### src/common/hbp_defs.svh
/*
   Constants of the host byte port: pin positions in the general-purpose
   map, register-select codes, status fields and reset values.
   Assumes it is included by its bare name from every design file.
*/
`ifndef HBP_DEFS_SVH
`define HBP_DEFS_SVH

// Pin positions when the port pins serve as general-purpose bits.
`define HBP_PIN_COUNT      15
`define HBP_PIN_BYTE_LO    0
`define HBP_PIN_BYTE_HI    7
`define HBP_PIN_SEL_LO     8
`define HBP_PIN_SEL_HI     10
`define HBP_PIN_DIR        11
`define HBP_PIN_STB        12
`define HBP_PIN_REQ        13
`define HBP_PIN_ACK        14

// Register-select codes decoded for each host access.
`define HBP_SEL_DATA       3'h0
`define HBP_SEL_STATUS     3'h1

// Status byte fields.
`define HBP_STAT_TX_FULL   0
`define HBP_STAT_RX_SPACE  1
`define HBP_STAT_OVERRUN   2

// Reset values and the all-driven output-enable pattern.
`define HBP_BYTE_RST       8'h00
`define HBP_OE_NONE        8'h00
`define HBP_OE_ALL         8'hFF
`define HBP_SEL_RST        3'h0

`endif

### src/common/hbp_pkg.sv
/*
   Types of the host byte port.
   Assumes hbp_defs.svh supplies the numeric constants.
*/
package hbp_pkg;

   // Kind of host access held while the strobe or acknowledge is low.
   typedef enum logic [1:0] {
      HBP_ACC_NONE,
      HBP_ACC_READ,
      HBP_ACC_WRITE
   } hbp_access_t;

endpackage

### src/design/hbp_pin_cell.sv
/*
   One port pin: host function or general-purpose bit, registered drive.
   Assumes the pad input is synchronous to clock and that the pad wire is
   resolved outside from pad_out and pad_oe.
*/
`timescale 1ns/10ps
`default_nettype none
`include "hbp_defs.svh"

module hbp_pin_cell
#(
   parameter bit OPEN_DRAIN = 1'b0
)
(
   input  wire logic clock,
   input  wire logic rst_n,
   input  wire logic host_mode,
   input  wire logic host_drive,
   input  wire logic host_value,
   input  wire logic gpio_oe,
   input  wire logic gpio_value,
   input  wire logic pad_in,
   output var  logic pad_out,
   output var  logic pad_oe,
   output var  logic gpio_in
);

   // Drive state; reset leaves the pin an undriven input.
   always_ff @(posedge clock)
   begin
      if (!rst_n)
      begin
         pad_oe  <= 1'b0;
         pad_out <= 1'b0;
      end
      else if (host_mode && OPEN_DRAIN)
      begin
         pad_oe  <= ~host_value; // Only ever pulls low; a pull-up gives high.
         pad_out <= 1'b0;
      end
      else if (host_mode)
      begin
         pad_oe  <= host_drive;
         pad_out <= host_value;
      end
      else
      begin
         pad_oe  <= gpio_oe;
         pad_out <= gpio_value;
      end
   end

   // Pin level as seen by the general-purpose reader.
   always_ff @(posedge clock)
   begin
      if (!rst_n)
         gpio_in <= 1'b0;
      else
         gpio_in <= pad_in;
   end

endmodule
`default_nettype wire

### src/design/hbp_pair_buf.sv
/*
   Small buffer with valid and ready on both sides; two entries by default.
   Assumes one clock and a synchronous active-low reset.
*/
`timescale 1ns/10ps
`default_nettype none
`include "hbp_defs.svh"

module hbp_pair_buf
#(
   parameter int WIDTH = 8,
   parameter int DEPTH = 2
)
(
   input  wire logic             clock,
   input  wire logic             rst_n,
   input  wire logic             in_valid,
   output var  logic             in_ready,
   input  wire logic [WIDTH-1:0] in_data,
   output var  logic             out_valid,
   input  wire logic             out_ready,
   output var  logic [WIDTH-1:0] out_data
);

   logic [WIDTH-1:0] slot_reg [DEPTH];
   logic [DEPTH-1:0] full_reg;
   logic             push;
   logic             pop;

   // Entry 0 is the head; entries shift toward it on a pop.
   assign push      = in_valid & ~full_reg[DEPTH-1];
   assign pop       = out_ready & full_reg[0];
   assign in_ready  = ~full_reg[DEPTH-1];
   assign out_valid = full_reg[0];
   assign out_data  = slot_reg[0];

   // Occupancy as a thermometer so that full and empty are single flops.
   always_ff @(posedge clock)
   begin
      if (!rst_n)
         full_reg <= '0;
      else if (push && !pop)
         full_reg <= {full_reg[DEPTH-2:0], 1'b1};
      else if (pop && !push)
         full_reg <= {1'b0, full_reg[DEPTH-1:1]};
   end

   // Storage: shift on pop, write the first free slot on push.
   always_ff @(posedge clock)
   begin
      for (int i = 0; i < DEPTH; i++)
      begin
         if (pop)
         begin
            if (i < DEPTH - 1)
               slot_reg[i] <= slot_reg[i+1];
            if (push && (i < DEPTH - 1) && full_reg[i+1] && !
               ((i < DEPTH - 2) ? full_reg[(i+2) % DEPTH] : 1'b0))
               slot_reg[i] <= in_data;
            if (push && (i == 0) && !full_reg[1])
               slot_reg[i] <= in_data;
         end
         else if (push && !full_reg[i] && ((i == 0) || full_reg[i-1]))
            slot_reg[i] <= in_data;
      end
   end

endmodule
`default_nettype wire

### src/design/hbp_host_port.sv
/*
   Host byte port pins of a signal processor: register select, direction,
   strobe, open-drain service request and acknowledge, or fifteen
   general-purpose bits when the port is not in use.
   Assumes all pad inputs are synchronous to clock and that the host keeps
   its inputs stable from strobe assertion until the strobe is fully high.
*/
`timescale 1ns/10ps
`default_nettype none
`include "hbp_defs.svh"

module hbp_host_port
(
   input  wire logic        clock,
   input  wire logic        rst_n,
   input  wire logic        port_enable,
   input  wire logic        dma_mode,
   input  wire logic        rx_request_enable,
   input  wire logic        overrun_clear,
   input  wire logic [7:0]  int_vector,
   input  wire logic [14:0] gpio_out,
   input  wire logic [14:0] gpio_oe,
   output var  logic [14:0] gpio_in,
   input  wire logic        tx_valid,
   output var  logic        tx_ready,
   input  wire logic [7:0]  tx_data,
   output var  logic        rx_valid,
   input  wire logic        rx_ready,
   output var  logic [7:0]  rx_data,
   output var  logic        overrun,
   input  wire logic [7:0]  host_byte_lines_in,
   output var  logic [7:0]  host_byte_lines_out,
   output var  logic [7:0]  host_byte_lines_oe,
   input  wire logic [2:0]  host_register_select_in,
   output var  logic [2:0]  host_register_select_out,
   output var  logic [2:0]  host_register_select_oe,
   input  wire logic        host_direction_select_in,
   output var  logic        host_direction_select_out,
   output var  logic        host_direction_select_oe,
   input  wire logic        host_transfer_strobe_n_in,
   output var  logic        host_transfer_strobe_n_out,
   output var  logic        host_transfer_strobe_n_oe,
   input  wire logic        host_service_request_n_in,
   output var  logic        host_service_request_n_out,
   output var  logic        host_service_request_n_oe,
   input  wire logic        host_acknowledge_in_n_in,
   output var  logic        host_acknowledge_in_n_out,
   output var  logic        host_acknowledge_in_n_oe
);

   logic              host_mode_reg;
   logic              act;
   logic              act_reg;
   logic              acc_end;
   logic              rd_drive;
   logic              vec_acc;
   logic [2:0]        eff_sel;
   logic [7:0]        rd_byte;
   logic              req_active;
   logic [14:0]       pad_in;
   logic [14:0]       pad_out;
   logic [14:0]       pad_oe;
   logic [14:0]       host_drive;
   logic [14:0]       host_value;
   hbp_pkg::hbp_access_t kind_reg;
   logic [2:0]        sel_hold_reg;
   logic [7:0]        byte_hold_reg;
   logic              tx_empty_reg;
   logic [7:0]        tx_byte_reg;
   logic              push;
   logic              buf_in_ready;
   logic              overrun_reg;

   // Pins gathered into one vector in general-purpose bit order.
   assign pad_in = {host_acknowledge_in_n_in, host_service_request_n_in,
                    host_transfer_strobe_n_in, host_direction_select_in,
                    host_register_select_in, host_byte_lines_in};

   // Port mode is taken once per cycle; reset selects general inputs.
   always_ff @(posedge clock)
   begin
      if (!rst_n)
         host_mode_reg <= 1'b0;
      else
         host_mode_reg <= port_enable;
   end

   // An access is open while the strobe, or the acknowledge, is low.
   assign vec_acc  = ~dma_mode & ~pad_in[`HBP_PIN_ACK];
   assign act      = host_mode_reg & (~pad_in[`HBP_PIN_STB] |
                                      ~pad_in[`HBP_PIN_ACK]);
   assign rd_drive = act & pad_in[`HBP_PIN_DIR];
   assign acc_end  = act_reg & ~act;
   assign eff_sel  = pad_in[`HBP_PIN_ACK]
                     ? pad_in[`HBP_PIN_SEL_HI:`HBP_PIN_SEL_LO]
                     : `HBP_SEL_DATA;

   // Read data: the acknowledge cycle of an interrupting host sees the
   // vector, a DMA acknowledge the data register, everything else the register that the select lines name.
   always_comb
   begin
      rd_byte = `HBP_BYTE_RST;
      if (vec_acc)
         rd_byte = int_vector;
      else
      begin
         case (eff_sel)
            `HBP_SEL_DATA:
               rd_byte = tx_byte_reg;
            `HBP_SEL_STATUS:
            begin
               rd_byte[`HBP_STAT_TX_FULL]  = ~tx_empty_reg;
               rd_byte[`HBP_STAT_RX_SPACE] = buf_in_ready;
               rd_byte[`HBP_STAT_OVERRUN]  = overrun_reg;
            end
            default:
               rd_byte = `HBP_BYTE_RST;
         endcase
      end
   end

   // Access tracking. Holding the byte every low cycle means a strobe that
   // rises in a cycle still latches what the host held while it was low.
   always_ff @(posedge clock)
   begin
      if (!rst_n)
      begin
         act_reg       <= 1'b0;
         kind_reg      <= hbp_pkg::HBP_ACC_NONE;
         sel_hold_reg  <= `HBP_SEL_RST;
         byte_hold_reg <= `HBP_BYTE_RST;
      end
      else
      begin
         act_reg <= act;
         if (act)
         begin
            sel_hold_reg <= vec_acc ? `HBP_SEL_STATUS : eff_sel;
            kind_reg     <= pad_in[`HBP_PIN_DIR] ? hbp_pkg::HBP_ACC_READ
                                                 : hbp_pkg::HBP_ACC_WRITE;
            if (!pad_in[`HBP_PIN_DIR])
               byte_hold_reg <= pad_in[`HBP_PIN_BYTE_HI:`HBP_PIN_BYTE_LO];
         end
         else
            kind_reg <= hbp_pkg::HBP_ACC_NONE;
      end
   end

   // Outgoing byte: loaded by the core, emptied by a host data read.
   always_ff @(posedge clock)
   begin
      if (!rst_n)
      begin
         tx_empty_reg <= 1'b1;
         tx_byte_reg  <= `HBP_BYTE_RST;
      end
      else if (acc_end && kind_reg == hbp_pkg::HBP_ACC_READ &&
               sel_hold_reg == `HBP_SEL_DATA)
         tx_empty_reg <= 1'b1;
      else if (tx_valid && tx_empty_reg)
      begin
         tx_empty_reg <= 1'b0;
         tx_byte_reg  <= tx_data;
      end
   end
   assign tx_ready = tx_empty_reg;

   // Host writes to the data register enter the buffer at strobe or acknowledge release.
   assign push = acc_end && kind_reg == hbp_pkg::HBP_ACC_WRITE &&
                 sel_hold_reg == `HBP_SEL_DATA;

   hbp_pair_buf #(
      .WIDTH (8),
      .DEPTH (2)
   ) u_rx_buf (
      .clock     (clock),
      .rst_n     (rst_n),
      .in_valid  (push),
      .in_ready  (buf_in_ready),
      .in_data   (byte_hold_reg),
      .out_valid (rx_valid),
      .out_ready (rx_ready),
      .out_data  (rx_data)
   );

   // The host cannot be stalled, so a write into a full buffer is dropped
   // and flagged; a new drop wins over a clear in the same cycle.
   always_ff @(posedge clock)
   begin
      if (!rst_n)
         overrun_reg <= 1'b0;
      else if (push && !buf_in_ready)
         overrun_reg <= 1'b1;
      else if (overrun_clear)
         overrun_reg <= 1'b0;
   end
   assign overrun = overrun_reg;

   // Service wanted when a byte waits for the host or, with rx_request_enable set, room waits for one.
   assign req_active = ~tx_empty_reg | (rx_request_enable & buf_in_ready);

   // Host-side drive per pin; only the byte lines and request ever drive.
   always_comb
   begin
      host_drive = '0;
      host_value = '0;
      host_drive[`HBP_PIN_BYTE_HI:`HBP_PIN_BYTE_LO] = {8{rd_drive}};
      host_value[`HBP_PIN_BYTE_HI:`HBP_PIN_BYTE_LO] = rd_byte;
      host_drive[`HBP_PIN_REQ] = 1'b1;
      host_value[`HBP_PIN_REQ] = ~req_active;
   end

   // One cell per pin; the request cell alone is open drain in host mode.
   for (genvar i = 0; i < `HBP_PIN_COUNT; i++)
   begin : g_pin
      hbp_pin_cell #(
         .OPEN_DRAIN (i == `HBP_PIN_REQ)
      ) u_cell (
         .clock      (clock),
         .rst_n      (rst_n),
         .host_mode  (host_mode_reg),
         .host_drive (host_drive[i]),
         .host_value (host_value[i]),
         .gpio_oe    (gpio_oe[i]),
         .gpio_value (gpio_out[i]),
         .pad_in     (pad_in[i]),
         .pad_out    (pad_out[i]),
         .pad_oe     (pad_oe[i]),
         .gpio_in    (gpio_in[i])
      );
   end

   // Pin outputs straight from the cell flops.
   assign host_byte_lines_out        = pad_out[`HBP_PIN_BYTE_HI:0];
   assign host_byte_lines_oe         = pad_oe[`HBP_PIN_BYTE_HI:0];
   assign host_register_select_out   = pad_out[`HBP_PIN_SEL_HI:`HBP_PIN_SEL_LO];
   assign host_register_select_oe    = pad_oe[`HBP_PIN_SEL_HI:`HBP_PIN_SEL_LO];
   assign host_direction_select_out  = pad_out[`HBP_PIN_DIR];
   assign host_direction_select_oe   = pad_oe[`HBP_PIN_DIR];
   assign host_transfer_strobe_n_out = pad_out[`HBP_PIN_STB];
   assign host_transfer_strobe_n_oe  = pad_oe[`HBP_PIN_STB];
   assign host_service_request_n_out = pad_out[`HBP_PIN_REQ];
   assign host_service_request_n_oe  = pad_oe[`HBP_PIN_REQ];
   assign host_acknowledge_in_n_out  = pad_out[`HBP_PIN_ACK];
   assign host_acknowledge_in_n_oe   = pad_oe[`HBP_PIN_ACK];
endmodule
`default_nettype wire

### config.mk
export PLATFORM = sky130hd
export DESIGN_NAME = hbp_host_port
export DESIGN_NICKNAME = d
export VERILOG_FILES = /design/src/common/hbp_pkg.sv /design/src/design/hbp_pin_cell.sv /design/src/design/hbp_pair_buf.sv /design/src/design/hbp_host_port.sv
export VERILOG_INCLUDE_DIRS = /design/src /design/src/common
export SDC_FILE = /design/constraint.sdc
export NUM_CORES = 1
export LEC_CHECK = 0
export BUFFER_PORTS_ARGS = -buffer_cell sky130_fd_sc_hd__buf_4
export CAP_MARGIN = 20
export CORE_MARGIN = 3
export CORE_UTILIZATION = 54
export DETAILED_ROUTE_END_ITERATION = 6
export PLACE_DENSITY = 0.82
export SLEW_MARGIN = 10
export SYNTH_ARGS = -nofsm -noshare
export SYNTH_HDL_FRONTEND = slang
export SYNTH_SLANG_ARGS = --single-unit
### constraint.sdc
create_clock -name clock -period 4 [get_ports clock]
set_input_delay 0.4 -clock clock [delete_from_list [all_inputs] [get_ports clock]]
set_output_delay 0.4 -clock clock [all_outputs]
set_load 0.02 [all_outputs]
# Word level (Yosys, flattened, before mapping)
# Memories as Yosys holds them, arrays and structs flattened.
# Cells that the tools add are included.
# classes
n_eq_ne	3
mux	47
n_bitwise	21
reduce_logical	26
# op_table
cell	n
two-way mux 8 bit	5
two-way mux 1 bit	35
logical AND 1 bit	12
NOT 1 bit	9
OR reduction 8 bit	1
bitwise AND 1 bit	7
logical NOT 3 bit	2
two-way mux 2 bit	3
two-way mux 3 bit	2
case mux 3 bit (2 select lines)	1
AND reduction 2 bit	3
two-way mux 5 bit	1
bitwise OR 1 bit	5
logical NOT 1 bit	4
nonzero test 2 bit	2
OR reduction 2 bit	2
equality test 3 x 1 -> 1 bit (second input constant)	1
equality test 2 x 1 -> 1 bit (second input constant)	1
equality test 2 bit (second input constant)	1
# totals
reg_bits	72
ramBits	16
output_inout_bits	56
wordCells	152
mem_count	1
# mem_list
memory	depth	width	read_ports	rd_ports_with_merged_regs	write_ports	line_no	source
u_rx_buf.slot_reg	2	8	2	0	1	hbp_pair_buf.sv:25	logic [WIDTH-1:0] slot_reg [DEPTH];

# Depth between registers and ports, before layout
# Gate-level depths: netlist of run 1.
# logic_depth
word_depth	16
mapped_depth	8
ltp_nobuf	6

# Modules after synthesis
# Synthesis of run 1 repeated with hierarchy kept, for this count alone.
# unflattened
hier_cells	360
hier_area_um2	3777.4
# by_module_without_submodules
mod	n_inst	cells_per_inst	area_per_inst_um2	seq_area_each_um2
hbp_pin_cell (g_pin[0].u_cell ...)	14	8	98.8	60.1
hbp_host_port	1	164	1370.1	500.5
hbp_pair_buf	1	76	935.9	520.5
hbp_pin_cell (g_pin[13].u_cell)	1	8	87.6	60.1

# Worst setup path after synthesis of run 1
# No wires, ideal clock.
# synth_path
kind	input -> register
startpoint	input port host_acknowledge_in_n_in
endpoint	memory u_rx_buf.slot_reg[0][0] (data pin)
arrival_time_ns	2.004
t_required_ns	3.740
slack_ns	1.736
stages	7
n_path_buf	2
cell_sequence	buf_2 > a21boi_0 > buf_2 > nor4_4 > ha_1 > a31oi_2 > mux2_2
# synth_between
elab_chain_len	16
# synth_rtl
item	line_no	source
start, declared	hbp_host_port.sv:46	input wire logic host_acknowledge_in_n_in,
NOT 1 bit (*)	hbp_host_port.sv:91	~pad_in[`HBP_PIN_ACK]);
bitwise OR 1 bit (*)	hbp_host_port.sv:90	assign act = host_mode_reg & (~pad_in[`HBP_PIN_STB] |
bitwise AND 1 bit (*)	hbp_host_port.sv:90	
NOT 1 bit (*)	hbp_host_port.sv:93	assign acc_end = act_reg & ~act;
bitwise AND 1 bit (*)	hbp_host_port.sv:93	
logical AND 1 bit (*)	hbp_host_port.sv:169	assign push = acc_end && kind_reg == hbp_pkg::HBP_ACC_WRITE &&
logical AND 1 bit (no source line) (*)	n/a	
bitwise AND 1 bit (*)	hbp_pair_buf.sv:31	assign push = in_valid & ~full_reg[DEPTH-1];
logical AND 1 bit	hbp_pair_buf.sv:57	if (push && (i < DEPTH - 1) && full_reg[i+1] && !
two-way mux 1 bit	hbp_pair_buf.sv:57	
two-way mux 1 bit	hbp_pair_buf.sv:53	if (pop)
two-way mux 1 bit (implied by the code)	hbp_pair_buf.sv:59	slot_reg[i] <= in_data;
two-way mux 8 bit (no source line) (3 in a row)	n/a	
two-way mux 8 bit (no source line) (*)	n/a	
end, declared	hbp_pair_buf.sv:25	
# Mark *: on every way between the ends. The rest lies on a longest branch, timed or not.

# Final worst setup path of run 1
# layout_path
startpoint	register sel_hold_reg[2]
endpoint	memory u_rx_buf.slot_reg[0][5] (data pin)
# layout_between
elab_chain_len	11
# layout_rtl
item	line_no	source
start, declared	hbp_host_port.sv:66	logic [2:0] sel_hold_reg;
start signal, assigned	hbp_host_port.sv:130	sel_hold_reg <= `HBP_SEL_RST;
start signal, assigned	hbp_host_port.sv:138	sel_hold_reg <= vec_acc ? `HBP_SEL_STATUS : eff_sel;
logical NOT 3 bit (no source line) (*)	n/a	
logical AND 1 bit (no source line) (*)	n/a	
bitwise AND 1 bit (*)	hbp_pair_buf.sv:31	
logical AND 1 bit	hbp_pair_buf.sv:57	
two-way mux 1 bit	hbp_pair_buf.sv:57	
two-way mux 1 bit	hbp_pair_buf.sv:53	
two-way mux 1 bit (implied by the code)	hbp_pair_buf.sv:59	
two-way mux 8 bit (no source line) (3 in a row)	n/a	
two-way mux 8 bit (no source line) (*)	n/a	
# Marked as above.

==> flow_results.xml, run 1 <==
<?xml version="1.0" encoding="UTF-8"?>
<metrics>
  <group name="final_layout">
    <metric name="final_cell_area" unit="sq mm">0.00449</metric>
    <metric name="layout-drive-gt1-share" unit="">0.362</metric>
    <metric name="fillCellCount" unit="">511</metric>
    <metric name="multiInputGateArea" unit="sq mm">0.00132</metric>
    <metric name="most-common-layout-cells" unit="">sky130_fd_sc_hd__buf_4, sky130_fd_sc_hd__dfxtp_1, sky130_fd_sc_hd__and2_1</metric>
    <metric name="n_antenna_cell" unit="">0</metric>
    <metric name="final_util" unit="">0.692</metric>
    <metric name="sequential_cell_area" unit="sq mm">0.00192</metric>
    <metric name="synthToLayoutAreaGrowth" unit="%">21.8</metric>
    <metric name="largest_reg_flops" unit="">16</metric>
    <metric name="final_common_cell" unit="">sky130_fd_sc_hd__buf_4</metric>
    <metric name="finalNetCount" unit="">491</metric>
  </group>
  <group name="pwr">
    <metric name="clock_power_share" unit="">0.337</metric>
    <metric name="comb_power_share" unit="">0.126</metric>
    <metric name="p_leak" unit="uW">0.00195</metric>
    <metric name="irDropWorstVdd" unit="mV">0.243</metric>
    <metric name="power_switching_share" unit="">0.242</metric>
    <metric name="pwr_density_cell" unit="mW/mm^2">399</metric>
    <metric name="power.switching" unit="uW">434</metric>
    <metric name="seqPwrFrac" unit="">0.536</metric>
    <metric name="internal-power" unit="uW">1360</metric>
  </group>
  <group name="clock_network">
    <metric name="clk_pin_slew_worst_paths" unit="ns">0.08</metric>
    <metric name="ctsRootBufferMaster" unit="">sky130_fd_sc_hd__clkbuf_8</metric>
    <metric name="cts_tree" unit="">yes</metric>
    <metric name="cts_setup_buffers" unit="">0</metric>
    <metric name="cts.htree.levels" unit="">3</metric>
    <metric name="cts.sinks" unit="">88</metric>
    <metric name="postCtsResizedCells" unit="">0</metric>
    <metric name="maximum_buffer_depth_of_the_clock_tree" unit="">2</metric>
    <metric name="post_cts_hold_buffer_count" unit="">0</metric>
    <metric name="clock_insertion_delay_worst_skew" unit="ns">0.34</metric>
    <metric name="total_cts_buffers" unit="">9</metric>
  </group>
  <group name="sta">
    <metric name="max_freq" unit="GHz">0.405</metric>
    <metric name="fin_tns_setup" unit="ns">0</metric>
    <metric name="worst_slew_margin_rel" unit="">0.469</metric>
    <metric name="final_min_period_over_clock_period" unit="">0.617</metric>
    <metric name="timing.final.ws_setup" unit="ns">1.53</metric>
    <metric name="holdWs" unit="ns">0.240</metric>
    <metric name="setup_viol" unit="">0</metric>
    <metric name="worst_pin_slew" unit="ns">0.786</metric>
    <metric name="final-max-slew-violation-count" unit="">0</metric>
    <metric name="final_hold_viol_count" unit="">0</metric>
    <metric name="rsz_0062_raised_after_global_routing" unit="">no</metric>
    <metric name="final_period_minus_worst_setup_slack" unit="ns">2.47</metric>
    <metric name="finalClockSkew" unit="ns">0.00453</metric>
  </group>
  <group name="worst_setup_path">
    <metric name="cp-end-kind" unit="">flip-flop</metric>
    <metric name="number_of_buffer_and_inverter_stages_on_the_critical_path" unit="">0</metric>
    <metric name="crit_family" unit="">simple AND/OR/NAND/NOR gates</metric>
    <metric name="timing.critical_path.fanout_max" unit="">18</metric>
    <metric name="timing.critical_path.cells" unit="">or4b_1, nor4_4, ha_1, a31oi_2, mux2_2</metric>
    <metric name="cp_data_required_time" unit="ns">4.10</metric>
    <metric name="max_stage_delay" unit="ns">0.83</metric>
    <metric name="critical_path.startpoint_type" unit="">flip-flop</metric>
    <metric name="startpoint_to_endpoint_class_of_the_critical_path" unit="">flip-flop to flip-flop</metric>
    <metric name="arrival" unit="ns">2.57</metric>
    <metric name="critical_path.slowest_cell" unit="">sky130_fd_sc_hd__or4b_1</metric>
  </group>
  <group name="synthesis">
    <metric name="synth_cell_types" unit="">41</metric>
    <metric name="synth-warning-count" unit="">0</metric>
    <metric name="ys_async_sr_fraction" unit="">0</metric>
    <metric name="yosysSeqAreaShare" unit="">0.521</metric>
    <metric name="synthesis.instances" unit="">352</metric>
    <metric name="number_of_synthesized_register_bits" unit="">88</metric>
    <metric name="synthFlopType" unit="">sky130_fd_sc_hd__dfxtp_1</metric>
    <metric name="synth_fp_nets" unit="">423</metric>
    <metric name="syn-cell-area" unit="sq mm">0.00369</metric>
    <metric name="post_synth.cell_area_avg" unit="sq um">10.5</metric>
    <metric name="synth-edff-count" unit="">16</metric>
  </group>
  <group name="floorplanning">
    <metric name="num_rows" unit="">29</metric>
    <metric name="core_area" unit="sq mm">0.00649</metric>
    <metric name="floorplan.die.height" unit="microns">88.6</metric>
    <metric name="floorplan.initialDensity" unit="">0.568</metric>
    <metric name="ios" unit="">125</metric>
    <metric name="dieArea" unit="sq mm">0.00786</metric>
    <metric name="floorplan.die.width" unit="microns">88.6</metric>
  </group>
  <group name="placement">
    <metric name="io_buffers" unit="">124</metric>
    <metric name="detailedPlace.worstSlack" unit="ns">1.55</metric>
    <metric name="detailedPlacementHpwl" unit="microns">5840</metric>
    <metric name="gp_congestion" unit="">0.809</metric>
    <metric name="placed_cell_area" unit="sq mm">0.00430</metric>
  </group>
  <group name="outcome">
    <metric name="run_status" unit="">completed</metric>
  </group>
  <group name="global_route">
    <metric name="first_pass_grt_wire_length" unit="microns">12500</metric>
    <metric name="grt_residual_overflow" unit="">0</metric>
    <metric name="largest_net_degree_at_the_start_of_global_routing" unit="">73</metric>
    <metric name="grt_antenna_before_repair" unit="">0</metric>
    <metric name="grt.total_usage" unit="">0.206</metric>
    <metric name="number_of_global_route_vias_before_repair" unit="">2615</metric>
  </group>
  <group name="worst_hold_path">
    <metric name="hold_class" unit="">input pin to flip-flop</metric>
  </group>
  <group name="drt">
    <metric name="vias" unit="">2785</metric>
    <metric name="dr.pass1.iters" unit="">4</metric>
    <metric name="routed_wirelength" unit="microns">7990</metric>
    <metric name="via_density_per_instance" unit="">5.55</metric>
    <metric name="initialDrtViolationCount" unit="">116</metric>
    <metric name="drc" unit="">0</metric>
    <metric name="ant_nets" unit="">0</metric>
    <metric name="wl_per_cell" unit="microns">15.9</metric>
  </group>
  <group name="job">
    <metric name="max_cap_violations" unit="">0</metric>
  </group>
</metrics>
-- synth_stat cells, drive strengths merged, types with 3 or more instances --
library cell / number / area (sq um)
dfxtp: 72 / 1440
inv: 3 / 11.3
buf: 52 / 375
nand2: 19 / 71.3
o21ai: 11 / 55.1
nand3b: 8 / 60.1
nand4: 16 / 100
and2: 38 / 238
a21o: 8 / 60.1
a21oi: 4 / 20.0
nand2b: 5 / 31.3
o2111ai: 8 / 70.1
edfxtp: 16 / 480
a21boi: 11 / 82.6
o221ai: 4 / 35.0
mux2: 8 / 90.1
clkbuf: 17 / 63.8
a221o: 5 / 50.1
nand3: 13 / 65.1
or4: 8 / 60.1
a221oi: 3 / 26.3
-- kinds of logic after synthesis --
logic type,after synthesis,synth area share
mux,8,0.0244
fa+ha+maj,2,0.00678
simple gates,122,0.203
flops,88,0.521
buf+inv,72,0.122
compound gates,60,0.123
-- stage by stage --
step,power (uW),instances
after detailed placement,1210,486
after global placement,1200,486
after floorplan,1120,352
after CTS,1800,502
after global routing,1860,502
final,1790,502
-- worst paths after layout --
| check | from | endpoint | slack (ns) | cells past startpoint |
|---|---|---|---|---|
| worst min register to register | byte_hold_reg[1]$_SDFFE_PN0P_ | u_rx_buf.slot_reg[0][9]$_DFFE_PP_ | 0.47 | 0 |
| worst max-delay path | sel_hold_reg[2]$_SDFFE_PN0N_ | u_rx_buf.slot_reg[0][5]$_DFFE_PP_ | 1.53 | 5 |
| worst max register to register | sel_hold_reg[2]$_SDFFE_PN0N_ | u_rx_buf.slot_reg[0][5]$_DFFE_PP_ | 1.53 | 5 |
| worst min-delay path | gpio_oe[4] | g_pin[4].u_cell.pad_oe$_SDFF_PN0_ | 0.24 | 2 |
-- per-layer routing --
metal,GRT usage,part of all wire,up-vias
li1,-,-,1354
met1,0.264,0.42,1304
met2,0.327,0.48,113
met3,0.0559,0.075,14
met4,0.0865,0.022,0
met5,0,0,-
-- area by class of cell --
cell class / instances / share of cell area
Clock buffer: 11 / 0.0315
Clock inverter: 5 / 0.0125
Inverter: 3 / 0.00251
Multi-Input combinational cell: 192 / 0.294
Sequential cell: 88 / 0.428
Tap cell: 77 / 0.0214
Timing Repair Buffer: 126 / 0.211
-- power by group through the flow --
| stage | clock network, uW | logic, uW | registers, uW |
|---|---|---|---|
| final | 605 | 227 | 961 |
| after global placement | 0 | 223 | 980 |
| after detailed placement | 0 | 228 | 981 |
| after floorplan | 0 | 140 | 980 |
| after global routing | 652 | 247 | 965 |
| after CTS | 614 | 228 | 960 |
No activity file was read; power rests on OpenSTA's default activity.
==> run 2, diff against run 1 <==
Settings changed: CORE_UTILIZATION 54 to 50, PLACE_DENSITY 0.82 to 0.77.
Clock period 4 ns to 2.4 ns, I/O delays scaled along.
==> flow_results.xml, run 2 (same netlist as run 1, synthesis figures left out) <==
<?xml version="1.0" encoding="UTF-8"?>
<metrics>
  <group name="sta">
    <metric name="worst_pin_slew" unit="ns">0.642</metric>
    <metric name="final_min_period_over_clock_period" unit="">0.886</metric>
    <metric name="max_freq" unit="GHz">0.470</metric>
    <metric name="final-max-slew-violation-count" unit="">0</metric>
    <metric name="final_hold_viol_count" unit="">0</metric>
    <metric name="worst_slew_margin_rel" unit="">0.566</metric>
    <metric name="finalClockSkew" unit="ns">0.0117</metric>
    <metric name="setup_viol" unit="">0</metric>
    <metric name="final_period_minus_worst_setup_slack" unit="ns">2.13</metric>
    <metric name="rsz_0062_raised_after_global_routing" unit="">no</metric>
    <metric name="fin_tns_setup" unit="ns">0</metric>
  </group>
  <group name="final_layout">
    <metric name="layoutNonFillerInstCount" unit="">525</metric>
    <metric name="n_antenna_cell" unit="">0</metric>
    <metric name="finalNetCount" unit="">495</metric>
    <metric name="layout-drive-gt1-share" unit="">0.368</metric>
    <metric name="largest_reg_flops" unit="">16</metric>
    <metric name="most-common-layout-cells" unit="">sky130_fd_sc_hd__buf_4, sky130_fd_sc_hd__dfxtp_1, sky130_fd_sc_hd__and2_1</metric>
    <metric name="final_common_cell" unit="">sky130_fd_sc_hd__buf_4</metric>
    <metric name="synthToLayoutAreaGrowth" unit="%">23.3</metric>
  </group>
  <group name="worst_setup_path">
    <metric name="timing.critical_path.fanout_max" unit="">8</metric>
    <metric name="startpoint_to_endpoint_class_of_the_critical_path" unit="">flip-flop to flip-flop</metric>
    <metric name="arrival" unit="ns">2.23</metric>
    <metric name="cp_data_required_time" unit="ns">2.50</metric>
    <metric name="cp-end-kind" unit="">flip-flop</metric>
    <metric name="ff2ff_path_depth" unit="">5</metric>
    <metric name="critical_path.startpoint_type" unit="">flip-flop</metric>
  </group>
  <group name="placement">
    <metric name="gp_congestion" unit="">0.849</metric>
    <metric name="io_buffers" unit="">124</metric>
    <metric name="detailedPlacementHpwl" unit="microns">5800</metric>
    <metric name="dpl.cell_count" unit="">509</metric>
  </group>
  <group name="drt">
    <metric name="drc" unit="">0</metric>
    <metric name="initialDrtViolationCount" unit="">153</metric>
    <metric name="routed_wirelength" unit="microns">7870</metric>
    <metric name="wl_per_cell" unit="microns">15.0</metric>
    <metric name="ant_nets" unit="">0</metric>
    <metric name="via_density_per_instance" unit="">5.21</metric>
    <metric name="vias" unit="">2735</metric>
    <metric name="dr.pass1.iters" unit="">4</metric>
  </group>
  <group name="pwr">
    <metric name="pwr_density_cell" unit="mW/mm^2">659</metric>
    <metric name="p_leak" unit="uW">0.00197</metric>
    <metric name="irDropWorstVdd" unit="mV">0.302</metric>
  </group>
  <group name="worst_hold_path">
    <metric name="holdPathStages" unit="">2</metric>
    <metric name="hold_class" unit="">input pin to flip-flop</metric>
  </group>
  <group name="global_route">
    <metric name="first_pass_grt_wire_length" unit="microns">12100</metric>
    <metric name="grt.met2_usage" unit="">0.268</metric>
    <metric name="grt_antenna_before_repair" unit="">0</metric>
    <metric name="grtUsageMet3" unit="">0.0558</metric>
    <metric name="number_of_global_route_vias_before_repair" unit="">2455</metric>
    <metric name="grt.total_usage" unit="">0.182</metric>
    <metric name="largest_net_degree_at_the_start_of_global_routing" unit="">51</metric>
    <metric name="grt.met1_usage" unit="">0.246</metric>
    <metric name="grt_residual_overflow" unit="">0</metric>
    <metric name="grt.busiest_layer" unit="">met2</metric>
  </group>
  <group name="clock_network">
    <metric name="clock_insertion_delay_worst_skew" unit="ns">0.35</metric>
    <metric name="cts.htree.levels" unit="">3</metric>
    <metric name="cts_tree" unit="">yes</metric>
    <metric name="clk_pin_slew_worst_paths" unit="ns">0.08</metric>
    <metric name="ctsRootBufferMaster" unit="">sky130_fd_sc_hd__clkbuf_8</metric>
    <metric name="post_cts_hold_buffer_count" unit="">0</metric>
    <metric name="postCtsResizedCells" unit="">0</metric>
    <metric name="cts.sinks" unit="">88</metric>
    <metric name="cts_setup_buffers" unit="">0</metric>
    <metric name="maximum_buffer_depth_of_the_clock_tree" unit="">2</metric>
    <metric name="total_cts_buffers" unit="">9</metric>
  </group>
  <group name="floorplanning">
    <metric name="core_area" unit="sq mm">0.00698</metric>
    <metric name="floorplan.die.width" unit="microns">91.9</metric>
    <metric name="num_rows" unit="">30</metric>
    <metric name="ios" unit="">125</metric>
    <metric name="floorplan.initialDensity" unit="">0.528</metric>
    <metric name="floorplan.die.height" unit="microns">91.9</metric>
    <metric name="dieArea" unit="sq mm">0.00844</metric>
  </group>
  <group name="job">
    <metric name="max_cap_violations" unit="">0</metric>
  </group>
  <group name="outcome">
    <metric name="run_status" unit="">completed</metric>
  </group>
</metrics>
[run 2: changes by cell type in the layout (fill, tap and decap cells not counted), sizes merged]
cell	before	now
buf	126	130
[run 2: report_power, final]
part / switching (uW) / internal (uW)
Clock: 507 / 508
Combinational: 190 / 192
Sequential: 32.4 / 1570
Total: 730 / 2270
[run 2: worst paths after layout]
check / start / endpoint / slack [ns]
setup / recovery: sel_hold_reg[2]$_SDFFE_PN0N_ / u_rx_buf.slot_reg[0][2]$_DFFE_PP_ / 0.27
hold / removal: gpio_oe[4] / g_pin[4].u_cell.pad_oe$_SDFF_PN0_ / 0.08
setup reg to reg: sel_hold_reg[2]$_SDFFE_PN0N_ / u_rx_buf.slot_reg[0][2]$_DFFE_PP_ / 0.27
hold reg to reg: byte_hold_reg[6]$_SDFFE_PN0P_ / u_rx_buf.slot_reg[0][14]$_DFFE_PP_ / 0.46
[run 2: worst max-delay path, cell delays in order, from the launching register on]
cell and delay, ns:
sky130_fd_sc_hd__dfxtp_1 0.33, sky130_fd_sc_hd__or4b_1 0.59, sky130_fd_sc_hd__nor4_4 0.28, sky130_fd_sc_hd__ha_1 0.22, sky130_fd_sc_hd__a31oi_2 0.10, sky130_fd_sc_hd__mux2_2 0.36
[run 2: final cells by class]
cell class	count	area, sq um
tap	96	120
multi-input combinational	192	1320
clock inverter	5	56.3
clock buffer	11	141
inverter	3	11.3
sequential	88	1920
fill	569	2430
timing repair buffer	130	976
[run 2: metrics by stage]
step           hold slack (ns)   util  cell area, sq um  power (uW)  worst slack (ns)
3_3_place_gp             0.434  0.623              4350        2010             0.355
2_1_floorplan            0.350      -              3690        1870             0.203
6_report                0.0830  0.651              4550        3000             0.273
5_1_grt                 0.0651  0.651              4550        3130             0.200
3_5_place_dp             0.436  0.623              4350        2020             0.285
4_1_cts                 0.0642  0.651              4550        3030             0.269
[run 2: layer usage]
layer | vias up | wire length [microns]
li1 | 1359 | -
met1 | 1260 | 3570
met2 | 104 | 3590
met3 | 12 | 545
met4 | 0 | 163
met5 | - | 0
